`config.mk`:
```
export PLATFORM = sky130hd
export DESIGN_NAME = oapd_loader
export DESIGN_NICKNAME = d
export VERILOG_FILES = /design/src/oapd_pkg.sv /design/src/oapd_loader.sv
export SDC_FILE = /design/constraint.sdc
export NUM_CORES = 1
export LEC_CHECK = 0
export ABC_AREA = 1
export ABC_CLOCK_PERIOD_IN_PS = 1850
export BUFFER_PORTS_ARGS = -buffer_cell sky130_fd_sc_hd__buf_2
export CORE_ASPECT_RATIO = 0.7
export CORE_MARGIN = 10
export CORE_UTILIZATION = 40
export CTS_CLUSTER_DIAMETER = 150
export DETAILED_ROUTE_END_ITERATION = 7
export GPL_TIMING_DRIVEN = 0
export PLACE_DENSITY_LB_ADDON = 0.05
export SLEW_MARGIN = 5
export SYNTH_ARGS = -nofsm -noshare
export SYNTH_HDL_FRONTEND = slang
export SYNTH_SLANG_ARGS = --single-unit
```
`constraint.sdc`:
```
create_clock -name i_core_clk -period 1.85 [get_ports i_core_clk]
set_input_delay 0.37 -clock i_core_clk [delete_from_list [all_inputs] [get_ports i_core_clk]]
set_output_delay 0.37 -clock i_core_clk [all_outputs]
set_load 0.02 [all_outputs]
```
`src/oapd_pkg.sv`:
```
// Package with constants and types for the application parameter loader.
package oapd_pkg;

  // ----------------------------------------------------------------------
  // Non-volatile byte addresses
  // ----------------------------------------------------------------------
  localparam logic [3:0] ADDR_BANK   = 4'h0;
  localparam logic [3:0] ADDR_THRPA  = 4'h2;
  localparam logic [3:0] ADDR_CURR   = 4'h3;
  localparam logic [3:0] ADDR_SAFE_H = 4'h5;
  localparam logic [3:0] ADDR_SAFE_L = 4'h6;
  localparam logic [3:0] ADDR_MODE   = 4'h7;
  localparam logic [3:0] ADDR_ALT_H  = 4'h8;
  localparam logic [3:0] ADDR_ALT_L  = 4'h9;
  localparam int         NV_BYTES    = 10;

  // ----------------------------------------------------------------------
  // Field positions inside the bytes
  // ----------------------------------------------------------------------
  localparam int BIT_BANK      = 7;
  localparam int POS_THR       = 4;
  localparam int POS_PA        = 0;
  localparam int POS_IRUN      = 4;
  localparam int POS_IHOLD     = 0;
  localparam int POS_SAFE_H    = 5;
  localparam int BIT_SHAFT     = 4;
  localparam int POS_SAFE_L    = 2;
  localparam int BIT_FAILSAFE  = 1;
  localparam int BIT_SLEEP     = 0;
  localparam int POS_UVSEL     = 4;
  localparam int POS_STEP      = 2;

  // ----------------------------------------------------------------------
  // Codes, reset values and timing
  // ----------------------------------------------------------------------
  localparam logic [3:0]  STALL_OFF      = 4'h0;
  localparam logic [3:0]  HOLD_ZERO      = 4'hF;
  localparam logic [3:0]  CUR_LOWEST     = 4'h0;
  localparam logic [8:0]  SAFE_DISABLED  = 9'h100;
  localparam logic [1:0]  SAFE_LSB_ZERO  = 2'h0;
  localparam logic [4:0]  POS_PAD_ZERO   = 5'h00;
  localparam logic [7:0]  BYTE_RESET     = 8'h00;
  localparam int          CLK_MHZ        = 100;
  localparam int          SETTLE_NS      = 1000;
  localparam int          SETTLE_CYC     = (SETTLE_NS * CLK_MHZ + 999) / 1000;
  localparam logic [7:0]  SETTLE_LAST    = 8'(SETTLE_CYC - 1);

  // ----------------------------------------------------------------------
  // Types
  // ----------------------------------------------------------------------
  typedef enum logic [1:0] {
    STEP_HALF,
    STEP_QUARTER,
    STEP_EIGHTH,
    STEP_SIXTEENTH
  } oapd_step_e;

  typedef struct packed {
    logic [3:0]  stall_threshold_index;
    logic [2:0]  undervoltage_level_select;
    logic [3:0]  irun;
    logic [3:0]  ihold;
    logic        shaft;
    logic [10:0] safe_target_position;
    logic        failsafe;
    logic        auto_sleep_allow;
    oapd_step_e  microstep_resolution;
  } oapd_param_s;

  localparam oapd_param_s PARAM_RESET = '0;

  typedef logic [NV_BYTES-1:0][7:0] oapd_image_t;

endpackage : oapd_pkg

```
`src/oapd_loader.sv`:
```
// Application parameter loader, decoder and coil current sequencer.
`timescale 1ns/100ps
// How it works
// Parameter write replaces the working parameter copy; the physical address bits and the bank bit are kept.
// Node address is the four stored bits joined with three hardwired inputs.
// Stall index zero disables stall detection; other codes select a threshold.
// Three-bit select picks one of eight stop and recovery voltage pairs.
// Run index picks coil amplitude; boost flag selects the boost table.
// Hold index uses run steps; code F means zero hold current.
// On motion stop the setpoint drops from run to hold index.
// Hold code F first goes to code 0, then PWM off, low side grounded.
// Shaft bit selects clockwise or counter-clockwise rotation.
// Lost link or error overflow sends the motor to the safe position.
// Reserved safe pattern disables lost-link and dual move, not explicit goto.
// Safe position is eleven upper bits; two lowest load as zero.
// Bank bit picks bytes 5 and 6 or bytes 8 and 9 as source.
// With bank bit set, readback of bytes 5 and 6 returns 8 and 9.
// Step field selects half, quarter, eighth or sixteenth stepping.
// Parameters load once after reset; later image changes need a new reset.
// On link timeout sleep if allowed, else stay stopped with hold current.
module oapd_loader (
  input  wire logic                 i_core_clk,
  input  wire logic                 i_rst_n,
  input  wire logic                 i_ce,
  input  wire oapd_pkg::oapd_image_t i_nv_image,
  input  wire logic [2:0]           i_hardwired_addr_inputs,
  input  wire logic                 i_motor_param_write_cmd,
  input  wire oapd_pkg::oapd_param_s i_param_wdata,
  input  wire logic                 i_nonvolatile_readback_cmd,
  input  wire logic [3:0]           i_readback_addr,
  input  wire logic                 i_motion_running,
  input  wire logic                 i_boost_active,
  input  wire logic                 i_link_lost,
  input  wire logic                 i_err_count_overflow,
  input  wire logic                 i_goto_safe_position_cmd,
  input  wire logic                 i_link_timeout,
  output logic                      o_loaded,
  output oapd_pkg::oapd_param_s     o_param,
  output logic [6:0]                o_node_addr,
  output logic                      o_stall_detect_en,
  output logic [3:0]                o_coil_current_index,
  output logic                      o_coil_boost,
  output logic                      o_pwm_enable,
  output logic                      o_lowside_ground,
  output logic                      o_dir_ccw,
  output logic [15:0]               o_safe_target,
  output logic                      o_goto_safe,
  output logic                      o_dual_move_safe_en,
  output logic                      o_sleep_req,
  output logic                      o_hold_stop_req,
  output logic [7:0]                o_readback_data,
  output logic                      o_readback_valid
);
  // ----------------------------------------------------------------------
  // Load and working copy
  // ----------------------------------------------------------------------
  oapd_pkg::oapd_param_s par_ff;
  oapd_pkg::oapd_param_s nxt_par;
  logic [3:0]            pa_ff;
  logic [3:0]            nxt_pa;
  logic                  bank_ff;
  logic                  nxt_bank;
  logic                  loaded_ff;
  logic                  nxt_loaded;
  logic [7:0]            src_h;
  logic [7:0]            src_l;
  logic                  nv_bank;
  always_comb
  begin
    nxt_par    = par_ff;
    nxt_pa     = pa_ff;
    nxt_bank   = bank_ff;
    nxt_loaded = loaded_ff;
    nv_bank    = i_nv_image[oapd_pkg::ADDR_BANK][oapd_pkg::BIT_BANK];
    src_h      = nv_bank ? i_nv_image[oapd_pkg::ADDR_ALT_H] : i_nv_image[oapd_pkg::ADDR_SAFE_H];
    src_l      = nv_bank ? i_nv_image[oapd_pkg::ADDR_ALT_L] : i_nv_image[oapd_pkg::ADDR_SAFE_L];
    if (!loaded_ff)
    begin
      nxt_loaded = 1'b1;
      nxt_bank   = nv_bank;
      nxt_pa     = i_nv_image[oapd_pkg::ADDR_THRPA][oapd_pkg::POS_PA +: 4];
      nxt_par.stall_threshold_index     = i_nv_image[oapd_pkg::ADDR_THRPA][oapd_pkg::POS_THR +: 4];
      nxt_par.irun                      = i_nv_image[oapd_pkg::ADDR_CURR][oapd_pkg::POS_IRUN +: 4];
      nxt_par.ihold                     = i_nv_image[oapd_pkg::ADDR_CURR][oapd_pkg::POS_IHOLD +: 4];
      nxt_par.shaft                     = i_nv_image[oapd_pkg::ADDR_SAFE_H][oapd_pkg::BIT_SHAFT];
      nxt_par.safe_target_position      = {src_h[oapd_pkg::POS_SAFE_H +: 3],
                                           src_l[oapd_pkg::POS_SAFE_L +: 6],
                                           oapd_pkg::SAFE_LSB_ZERO};
      nxt_par.failsafe                  = src_l[oapd_pkg::BIT_FAILSAFE];
      nxt_par.auto_sleep_allow          = src_l[oapd_pkg::BIT_SLEEP];
      nxt_par.undervoltage_level_select = i_nv_image[oapd_pkg::ADDR_MODE][oapd_pkg::POS_UVSEL +: 3];
      nxt_par.microstep_resolution      =
        oapd_pkg::oapd_step_e'(i_nv_image[oapd_pkg::ADDR_MODE][oapd_pkg::POS_STEP +: 2]);
    end
    else if (i_motor_param_write_cmd)
    begin
      nxt_par = i_param_wdata;
    end
  end
  always_ff @(posedge i_core_clk)
  begin
    if (!i_rst_n)
    begin
      par_ff    <= oapd_pkg::PARAM_RESET;
      pa_ff     <= 4'h0;
      bank_ff   <= 1'b0;
      loaded_ff <= 1'b0;
    end
    else if (i_ce)
    begin
      par_ff    <= nxt_par;
      pa_ff     <= nxt_pa;
      bank_ff   <= nxt_bank;
      loaded_ff <= nxt_loaded;
    end
  end

  // ----------------------------------------------------------------------
  // Coil current sequencer
  // ----------------------------------------------------------------------
  typedef enum logic [1:0] {
    CUR_RUN,
    CUR_HOLD,
    CUR_DRAIN,
    CUR_OFF
  } oapd_cur_e;
  oapd_cur_e  cur_ff;
  oapd_cur_e  nxt_cur;
  logic [7:0] settle_ff;
  logic [7:0] nxt_settle;
  logic [3:0] idx_ff;
  logic [3:0] nxt_idx;
  logic       pwm_ff;
  logic       nxt_pwm;
  logic       gnd_ff;
  logic       nxt_gnd;
  always_comb
  begin
    nxt_cur    = cur_ff;
    nxt_settle = settle_ff;
    case (cur_ff)
      CUR_RUN:
      begin
        nxt_settle = 8'h00;
        if (!i_motion_running && loaded_ff)
          nxt_cur = (par_ff.ihold == oapd_pkg::HOLD_ZERO) ? CUR_DRAIN : CUR_HOLD;
      end
      CUR_HOLD:
      begin
        if (i_motion_running)
          nxt_cur = CUR_RUN;
        else if (par_ff.ihold == oapd_pkg::HOLD_ZERO)
          nxt_cur = CUR_DRAIN;
      end
      CUR_DRAIN:
      begin
        nxt_settle = settle_ff + 8'h01;
        if (i_motion_running)
          nxt_cur = CUR_RUN;
        else if (settle_ff == oapd_pkg::SETTLE_LAST)
          nxt_cur = CUR_OFF;
      end
      CUR_OFF:
      begin
        if (i_motion_running)
          nxt_cur = CUR_RUN;
        else if (par_ff.ihold != oapd_pkg::HOLD_ZERO)
          nxt_cur = CUR_HOLD;
      end
      default:
        nxt_cur = CUR_RUN;
    endcase
    case (nxt_cur)
      CUR_RUN:   nxt_idx = par_ff.irun;
      CUR_HOLD:  nxt_idx = par_ff.ihold;
      default:   nxt_idx = oapd_pkg::CUR_LOWEST;
    endcase
    nxt_pwm = (nxt_cur != CUR_OFF);
    nxt_gnd = (nxt_cur == CUR_OFF);
  end
  always_ff @(posedge i_core_clk)
  begin
    if (!i_rst_n)
    begin
      cur_ff    <= CUR_RUN;
      settle_ff <= 8'h00;
      idx_ff    <= 4'h0;
      pwm_ff    <= 1'b0;
      gnd_ff    <= 1'b0;
    end
    else if (i_ce)
    begin
      cur_ff    <= nxt_cur;
      settle_ff <= nxt_settle;
      idx_ff    <= nxt_idx;
      pwm_ff    <= nxt_pwm;
      gnd_ff    <= nxt_gnd;
    end
  end

  // ----------------------------------------------------------------------
  // Safe position, sleep and readback
  // ----------------------------------------------------------------------
  logic       safe_off;
  logic       goto_ff;
  logic       nxt_goto;
  logic       sleep_ff;
  logic       nxt_sleep;
  logic       hstop_ff;
  logic       nxt_hstop;
  logic [7:0] rb_ff;
  logic [7:0] nxt_rb;
  logic       rbv_ff;
  logic       nxt_rbv;
  logic [3:0] rb_addr;
  always_comb
  begin
    safe_off  = (par_ff.safe_target_position[10:2] == oapd_pkg::SAFE_DISABLED);
    nxt_goto  = loaded_ff && (i_goto_safe_position_cmd ||
                ((i_link_lost || i_err_count_overflow) && !safe_off));
    nxt_sleep = loaded_ff && i_link_timeout && par_ff.auto_sleep_allow;
    nxt_hstop = loaded_ff && i_link_timeout && !par_ff.auto_sleep_allow;
    rb_addr   = i_readback_addr;
    if (bank_ff && (i_readback_addr == oapd_pkg::ADDR_SAFE_H))
      rb_addr = oapd_pkg::ADDR_ALT_H;
    else if (bank_ff && (i_readback_addr == oapd_pkg::ADDR_SAFE_L))
      rb_addr = oapd_pkg::ADDR_ALT_L;
    nxt_rbv   = i_nonvolatile_readback_cmd;
    nxt_rb    = rb_ff;
    if (i_nonvolatile_readback_cmd)
      nxt_rb  = (rb_addr < 4'(oapd_pkg::NV_BYTES)) ? i_nv_image[rb_addr] : oapd_pkg::BYTE_RESET;
  end
  always_ff @(posedge i_core_clk)
  begin
    if (!i_rst_n)
    begin
      goto_ff  <= 1'b0;
      sleep_ff <= 1'b0;
      hstop_ff <= 1'b0;
      rb_ff    <= 8'h00;
      rbv_ff   <= 1'b0;
    end
    else if (i_ce)
    begin
      goto_ff  <= nxt_goto;
      sleep_ff <= nxt_sleep;
      hstop_ff <= nxt_hstop;
      rb_ff    <= nxt_rb;
      rbv_ff   <= nxt_rbv;
    end
  end

  // ----------------------------------------------------------------------
  // Decoded outputs
  // ----------------------------------------------------------------------
  logic [6:0]  addr_ff;
  logic        stall_ff;
  logic        boost_ff;
  logic        dir_ff;
  logic [15:0] safe_ff;
  logic        dual_ff;
  always_ff @(posedge i_core_clk)
  begin
    if (!i_rst_n)
    begin
      addr_ff  <= 7'h00;
      stall_ff <= 1'b0;
      boost_ff <= 1'b0;
      dir_ff   <= 1'b0;
      safe_ff  <= 16'h0000;
      dual_ff  <= 1'b0;
    end
    else if (i_ce)
    begin
      addr_ff  <= {nxt_pa, i_hardwired_addr_inputs};
      stall_ff <= (nxt_par.stall_threshold_index != oapd_pkg::STALL_OFF);
      boost_ff <= i_boost_active;
      dir_ff   <= nxt_par.shaft;
      safe_ff  <= {nxt_par.safe_target_position, oapd_pkg::POS_PAD_ZERO};
      dual_ff  <= (nxt_par.safe_target_position[10:2] != oapd_pkg::SAFE_DISABLED);
    end
  end
  assign o_loaded             = loaded_ff;
  assign o_param              = par_ff;
  assign o_node_addr          = addr_ff;
  assign o_stall_detect_en    = stall_ff;
  assign o_coil_current_index = idx_ff;
  assign o_coil_boost         = boost_ff;
  assign o_pwm_enable         = pwm_ff;
  assign o_lowside_ground     = gnd_ff;
  assign o_dir_ccw            = dir_ff;
  assign o_safe_target        = safe_ff;
  assign o_goto_safe          = goto_ff;
  assign o_dual_move_safe_en  = dual_ff;
  assign o_sleep_req          = sleep_ff;
  assign o_hold_stop_req      = hstop_ff;
  assign o_readback_data      = rb_ff;
  assign o_readback_valid     = rbv_ff;
endmodule : oapd_loader

```
### After elaboration in Yosys (flattened, before gate mapping)

Cells that the tools add are included.

* register bits: 75
* bits of input ports: 129
* output and inout port bits: 77
* logic and storage cells: 87

* add/sub/neg operators: 1
* magnitude comparators: 2
* equality and inequality tests: 14
* multiplexer cells: 21
* bitwise logic cells: 1
* reductions and logical operators: 21

Operators with widths (number)
* 2-to-1 mux 31 bit: 2
* binary-select mux 8 bit (select 4 bit): 1
* 2-to-1 mux 8 bit: 4
* 2-to-1 mux 2 bit: 8
* case mux 8 bit (2 select lines): 1
* 2-to-1 mux 4 bit: 3
* equality test 9 bit (second input constant): 1
* inequality test 9 bit (second input constant): 1
* adder 8 x 1 -> 8 bit (second input constant): 1
* equality test 4 x 3 -> 1 bit (second input constant): 2
* equality test 8 x 7 -> 1 bit (second input constant): 1
* logical AND 1 bit: 8
* case mux 2 bit (4 select lines): 1
* case mux 4 bit (2 select lines): 1
* AND reduction 2 bit: 4
* equality test 2 bit (second input constant): 3
* < comparator 4 x 5 -> 1 bit (second input constant): 1
* equality test 2 x 1 -> 1 bit (second input constant): 2
* equality test 4 bit (second input constant): 1
* zero test 2 bit: 2
* < comparator 4 bit (second input constant): 1
* inequality test 2 bit (second input constant): 2
* inequality test 4 bit (second input constant): 1
* nonzero test 4 bit: 1
* other kinds (4): 7

### Depth between registers and ports, before layout

* depth after elaboration: 7
* depth in mapped cells: 13
* depth with buffers taken out: 12

### Least setup slack after synthesis

OpenSTA, ideal clock, no wires.

* kind: input to register
* start: in i_ce
* end: reg par_ff (netlist bit o_param[19])
* library setup time: 120 ps
* arrival: 1441 ps
* data required time: 1730 ps
* setup slack: 290 ps
* stages: 7
* buffers on the path: 2
* path through: buf_2 -> clkinv_1 -> nor2_1 -> inv_1 -> clkbuf_1 -> a21oi_1 -> a21oi_1

* cells in the longest elaborated chain, start to end: 1

RTL lines
* from (decl): RTL line oapd_loader.sv:24 `input wire logic i_ce,`
* AND reduction 2 bit (no source line)
* to (signal assigned): RTL line oapd_loader.sv:104 `par_ff <= oapd_pkg::PARAM_RESET;`
* to (signal assigned): RTL line oapd_loader.sv:111 `par_ff <= nxt_par;`
* to (decl): RTL line oapd_loader.sv:57 `oapd_pkg::oapd_param_s par_ff;`

Every way passes these cells.
A chain may end at the register's enable or synchronous reset.

### Worst setup path after layout

* start: reg loaded_ff, in the netlist o_loaded
* end: reg dual_ff, in the netlist o_dual_move_safe_en

* cells in the longest elaborated chain, start to end: 2

RTL lines
* from (decl): RTL line oapd_loader.sv:63 `logic loaded_ff;`
* from (signal assigned): RTL line oapd_loader.sv:114 `loaded_ff <= nxt_loaded;`
* 2-to-1 mux 31 bit: RTL line oapd_loader.sv:77 `if (!loaded_ff)`
* inequality test 9 bit: RTL line oapd_loader.sv:280 `dual_ff <= (nxt_par.safe_target_position[10:2] != oapd_pkg::SAFE_DISABLED);`
* to (signal assigned): RTL line oapd_loader.sv:280
* to (decl): RTL line oapd_loader.sv:261 `logic dual_ff;`

Every way passes these cells.

==> impl_metrics.yaml <==
grt:
  top_usage_layer: "met2"
  antenna_found_initial: 0
  grt_use_met1_pct: 31.4
  globalRoute.totalOverflow: 0
  grt_usage_pct: 23.6
  use_met3_pct: 7.01
  grt_pass1_wl_um: 30000
  grt_max_degree: 15
  grt_util_met2_pct: 37.5
  grt_pass1_vias: 5517
synth:
  synth-compound-area-share_pct: 19.5
  ys_ff_latch: 71
  synth_adder_area_share_pct: 0.282
  yosysUniqueCellTypes: 37
  synth_xor_area_share_pct: 0.197
  yosys.area.top_type: "dfxtp_1"
  synth_cells: 710
  netlist_area_sq_um: 4440
  netlist_top_cells_area: "dfxtp_1 (32%), nand2_1 (12%), nand3_1 (11%), a21oi_1 (9.8%), inv_1 (7.3%)"
  yosys.area_share.simple_pct: 32.8
  netlist.area_leader.share_pct: 32.0
  synth_top_family_by_area: "simple AND/OR/NAND/NOR gates"
  synth_warnings: 0
  avgSynthCellArea_sq_um: 6.26
  synth_mux_area_share_pct: 0
  seq_area_frac_synth_pct: 32.0
clock_network:
  cts_tree: "done"
  cts_hold_buffers: 0
  cts.sinks: 71
  numCtsBuffers: 9
  clk_path_buf_depth: 2
  clkTransAtPathRegs_ps: 60
  cts-root-buf: "clkbuf_16"
  h-tree-depth: 3
  clk_latency_ps: 340
setup_path:
  criticalPathCategory: "reg2reg"
  required_ps: 2050
  critPathMaxStageDelay_ps: 410
  crit_buf_inv: 2
  critPathLaunchType: "flip-flop"
  worstSetupEndpointType: "flip-flop"
  crit_fanout: 10
  critical_path.most_common_cell: "a21oi_1"
  crit_family: "simple AND/OR/NAND/NOR gates"
  arrival_ps: 2020
  critPathSlowestCell: "nor4_2"
  crit_chain: "buf_6 > clkbuf_4 > a21oi_1 > o21ai_0 > nand4_1 > nor4_2 > a21oi_1"
layout:
  nFillCells: 1144
  num-nets-final: 1058
  area_growth_pct: 37.1
  drive_gt1_share_pct: 30.9
  fin_area_sq_um: 6090
  antenna_cells: 0
  postLayoutCoreUtil_pct: 55.7
run:
  drv_cap: 0
power_and_ir_drop:
  leakagePower_nw: 3.19
  powerDensity_nw_per_um2: 740
  total_power_mw: 4.51
  ir_drop_mv: 0.610
routing:
  antenna_left: 0
  vias: 5587
  wl_per_cell_um: 17.9
  drt_pass1_iterations: 6
  route.detailed.drc: 0
  wirelength_um: 19500
  vias_per_cell: 5.14
  drt-initial-drc-count: 388
timing:
  worst_slew_pin_slew_ps: 636
  fin_crit_sh_pct: 98.1
  setup_ws_ps: 34.6
  slew_headroom_pct: 57.6
  finalHoldViolCount: 0
  max_freq_mhz: 551
  period_minus_slack_ps: 1820
  final_max_slew_viol_count: 0
  clock_skew_ps: 7.44
  setup-violations-final: 0
die:
  die_y_um: 108
  pin_count: 206
  die-area_sq_um: 15800
  coreArea_sq_um: 10900
  die_x_um: 146
  initial_core_util_pct: 40.7
  fp-row-count: 32
status:
  status: "finished, final reports clean"
place:
  dpl_cell_area_sq_um: 5650
  dpl.hpwl_um: 15800
  gp_congestion: 0.916
  port_buffers: 199
  place_worst_setup_slack_ps: -399
worst_hold_path:
  hold_path.class: "in2reg"
[worst reg2reg max path: stages (launching register included)]
cell      delay (ps)
dfxtp_1          380
buf_6            170
clkbuf_4         210
a21oi_1           80
o21ai_0          160
nand4_1          150
nor4_2           410
a21oi_1          120
[cells by family after synthesis]
family | after synthesis
and+or+nand+nor | 322
adders and majority gates | 1
buffers and inverters | 151
other | 1
AOI/OAI and AO/OA | 163
xor gates and xnor gates | 1
DFF | 71
[metrics by stage]
stage	setup TNS [ps]	instances	hold slack (ps)
finish	0	1086	259
CTS	0	1082	259
global placement	-5950	1066	437
global route	-7.08	1086	283
floorplan	0	714	423
detailed placement	-7150	1066	442
[Yosys cell counts (all sizes together)]
cell,number
nand2,148
a21oi,87
nand3b,15
conb,1
o21ai,60
o211ai,2
nand3,99
xnor2,1
a31oi,1
buf,40
o21a,1
nand4,4
clkbuf,15
o22ai,1
a221oi,1
ha,1
nor4,5
dfxtp,71
nor2,48
nor3,3
inv,95
o21bai,1
a22oi,8
clkinv,1
a211oi,1
[report_power, final]
group / switching, mW / leakage (nW) / internal, mW
clock network: 0.723 / 0.133 / 0.921
logic: 0.736 / 2.47 / 0.430
registers: 0.0730 / 0.585 / 1.62
total: 1.53 / 3.19 / 2.97
[final timing paths]
path,startpoint,to,slack (ps),depth (start not counted)
worst min register to register,settle_ff[7],settle_ff[7],450,1
worst max-delay path,o_loaded,o_dual_move_safe_en,30,7
worst max register to register,o_loaded,o_dual_move_safe_en,30,7
worst min-delay path,i_hardwired_addr_inputs[1],o_node_addr[1],260,3
[layout make-up]
cell class                      count  area (sq um)  area share, %
Clock inverter                      7          55.1          0.904
Inverter                           96           363           5.96
Buffer                             55           360           5.91
Sequential cell                    71          1430           23.4
Timing Repair Buffer              203          1020           16.8
Multi-Input combinational cell    492          2450           40.2
Clock buffer                        9           225           3.70
Tap cell                          153           191           3.14
[state kept, by name, indices dropped and copies added (netlist names), 2 cells and up]
signal,flops
cur_ff,2
o_coil_current_index,4
o_node_addr,3
o_param,30
o_readback_data,8
pa_ff,4
settle_ff,8
[layer usage]
layer,wire length (um),up-vias
met2,8600,258
met1,8890,2559
met3,1770,21
met4,189,0
met5,0,-
li1,-,2749
[what timing repair did]
action | CTS | global route
pin swaps | 0 | 4
endpoints found under the setup margin | 10 | 23
buffers inserted | 0 | 4
gates resized for setup | 6 | 42
[cells in the final DEF (no fill, tap or decap), types with 8 or more instances in the layout]
cell       instances
nand3b_1          14
clkbuf_16          9
clkbuf_1          14
nand3_1           91
nor2_1            46
inv_2              8
buf_4             27
inv_1             86
a21oi_1           87
dfxtp_1           70
nand2_1          143
buf_2            204
o21ai_0           57
Note: power is estimated with default switching activity, not from simulation.
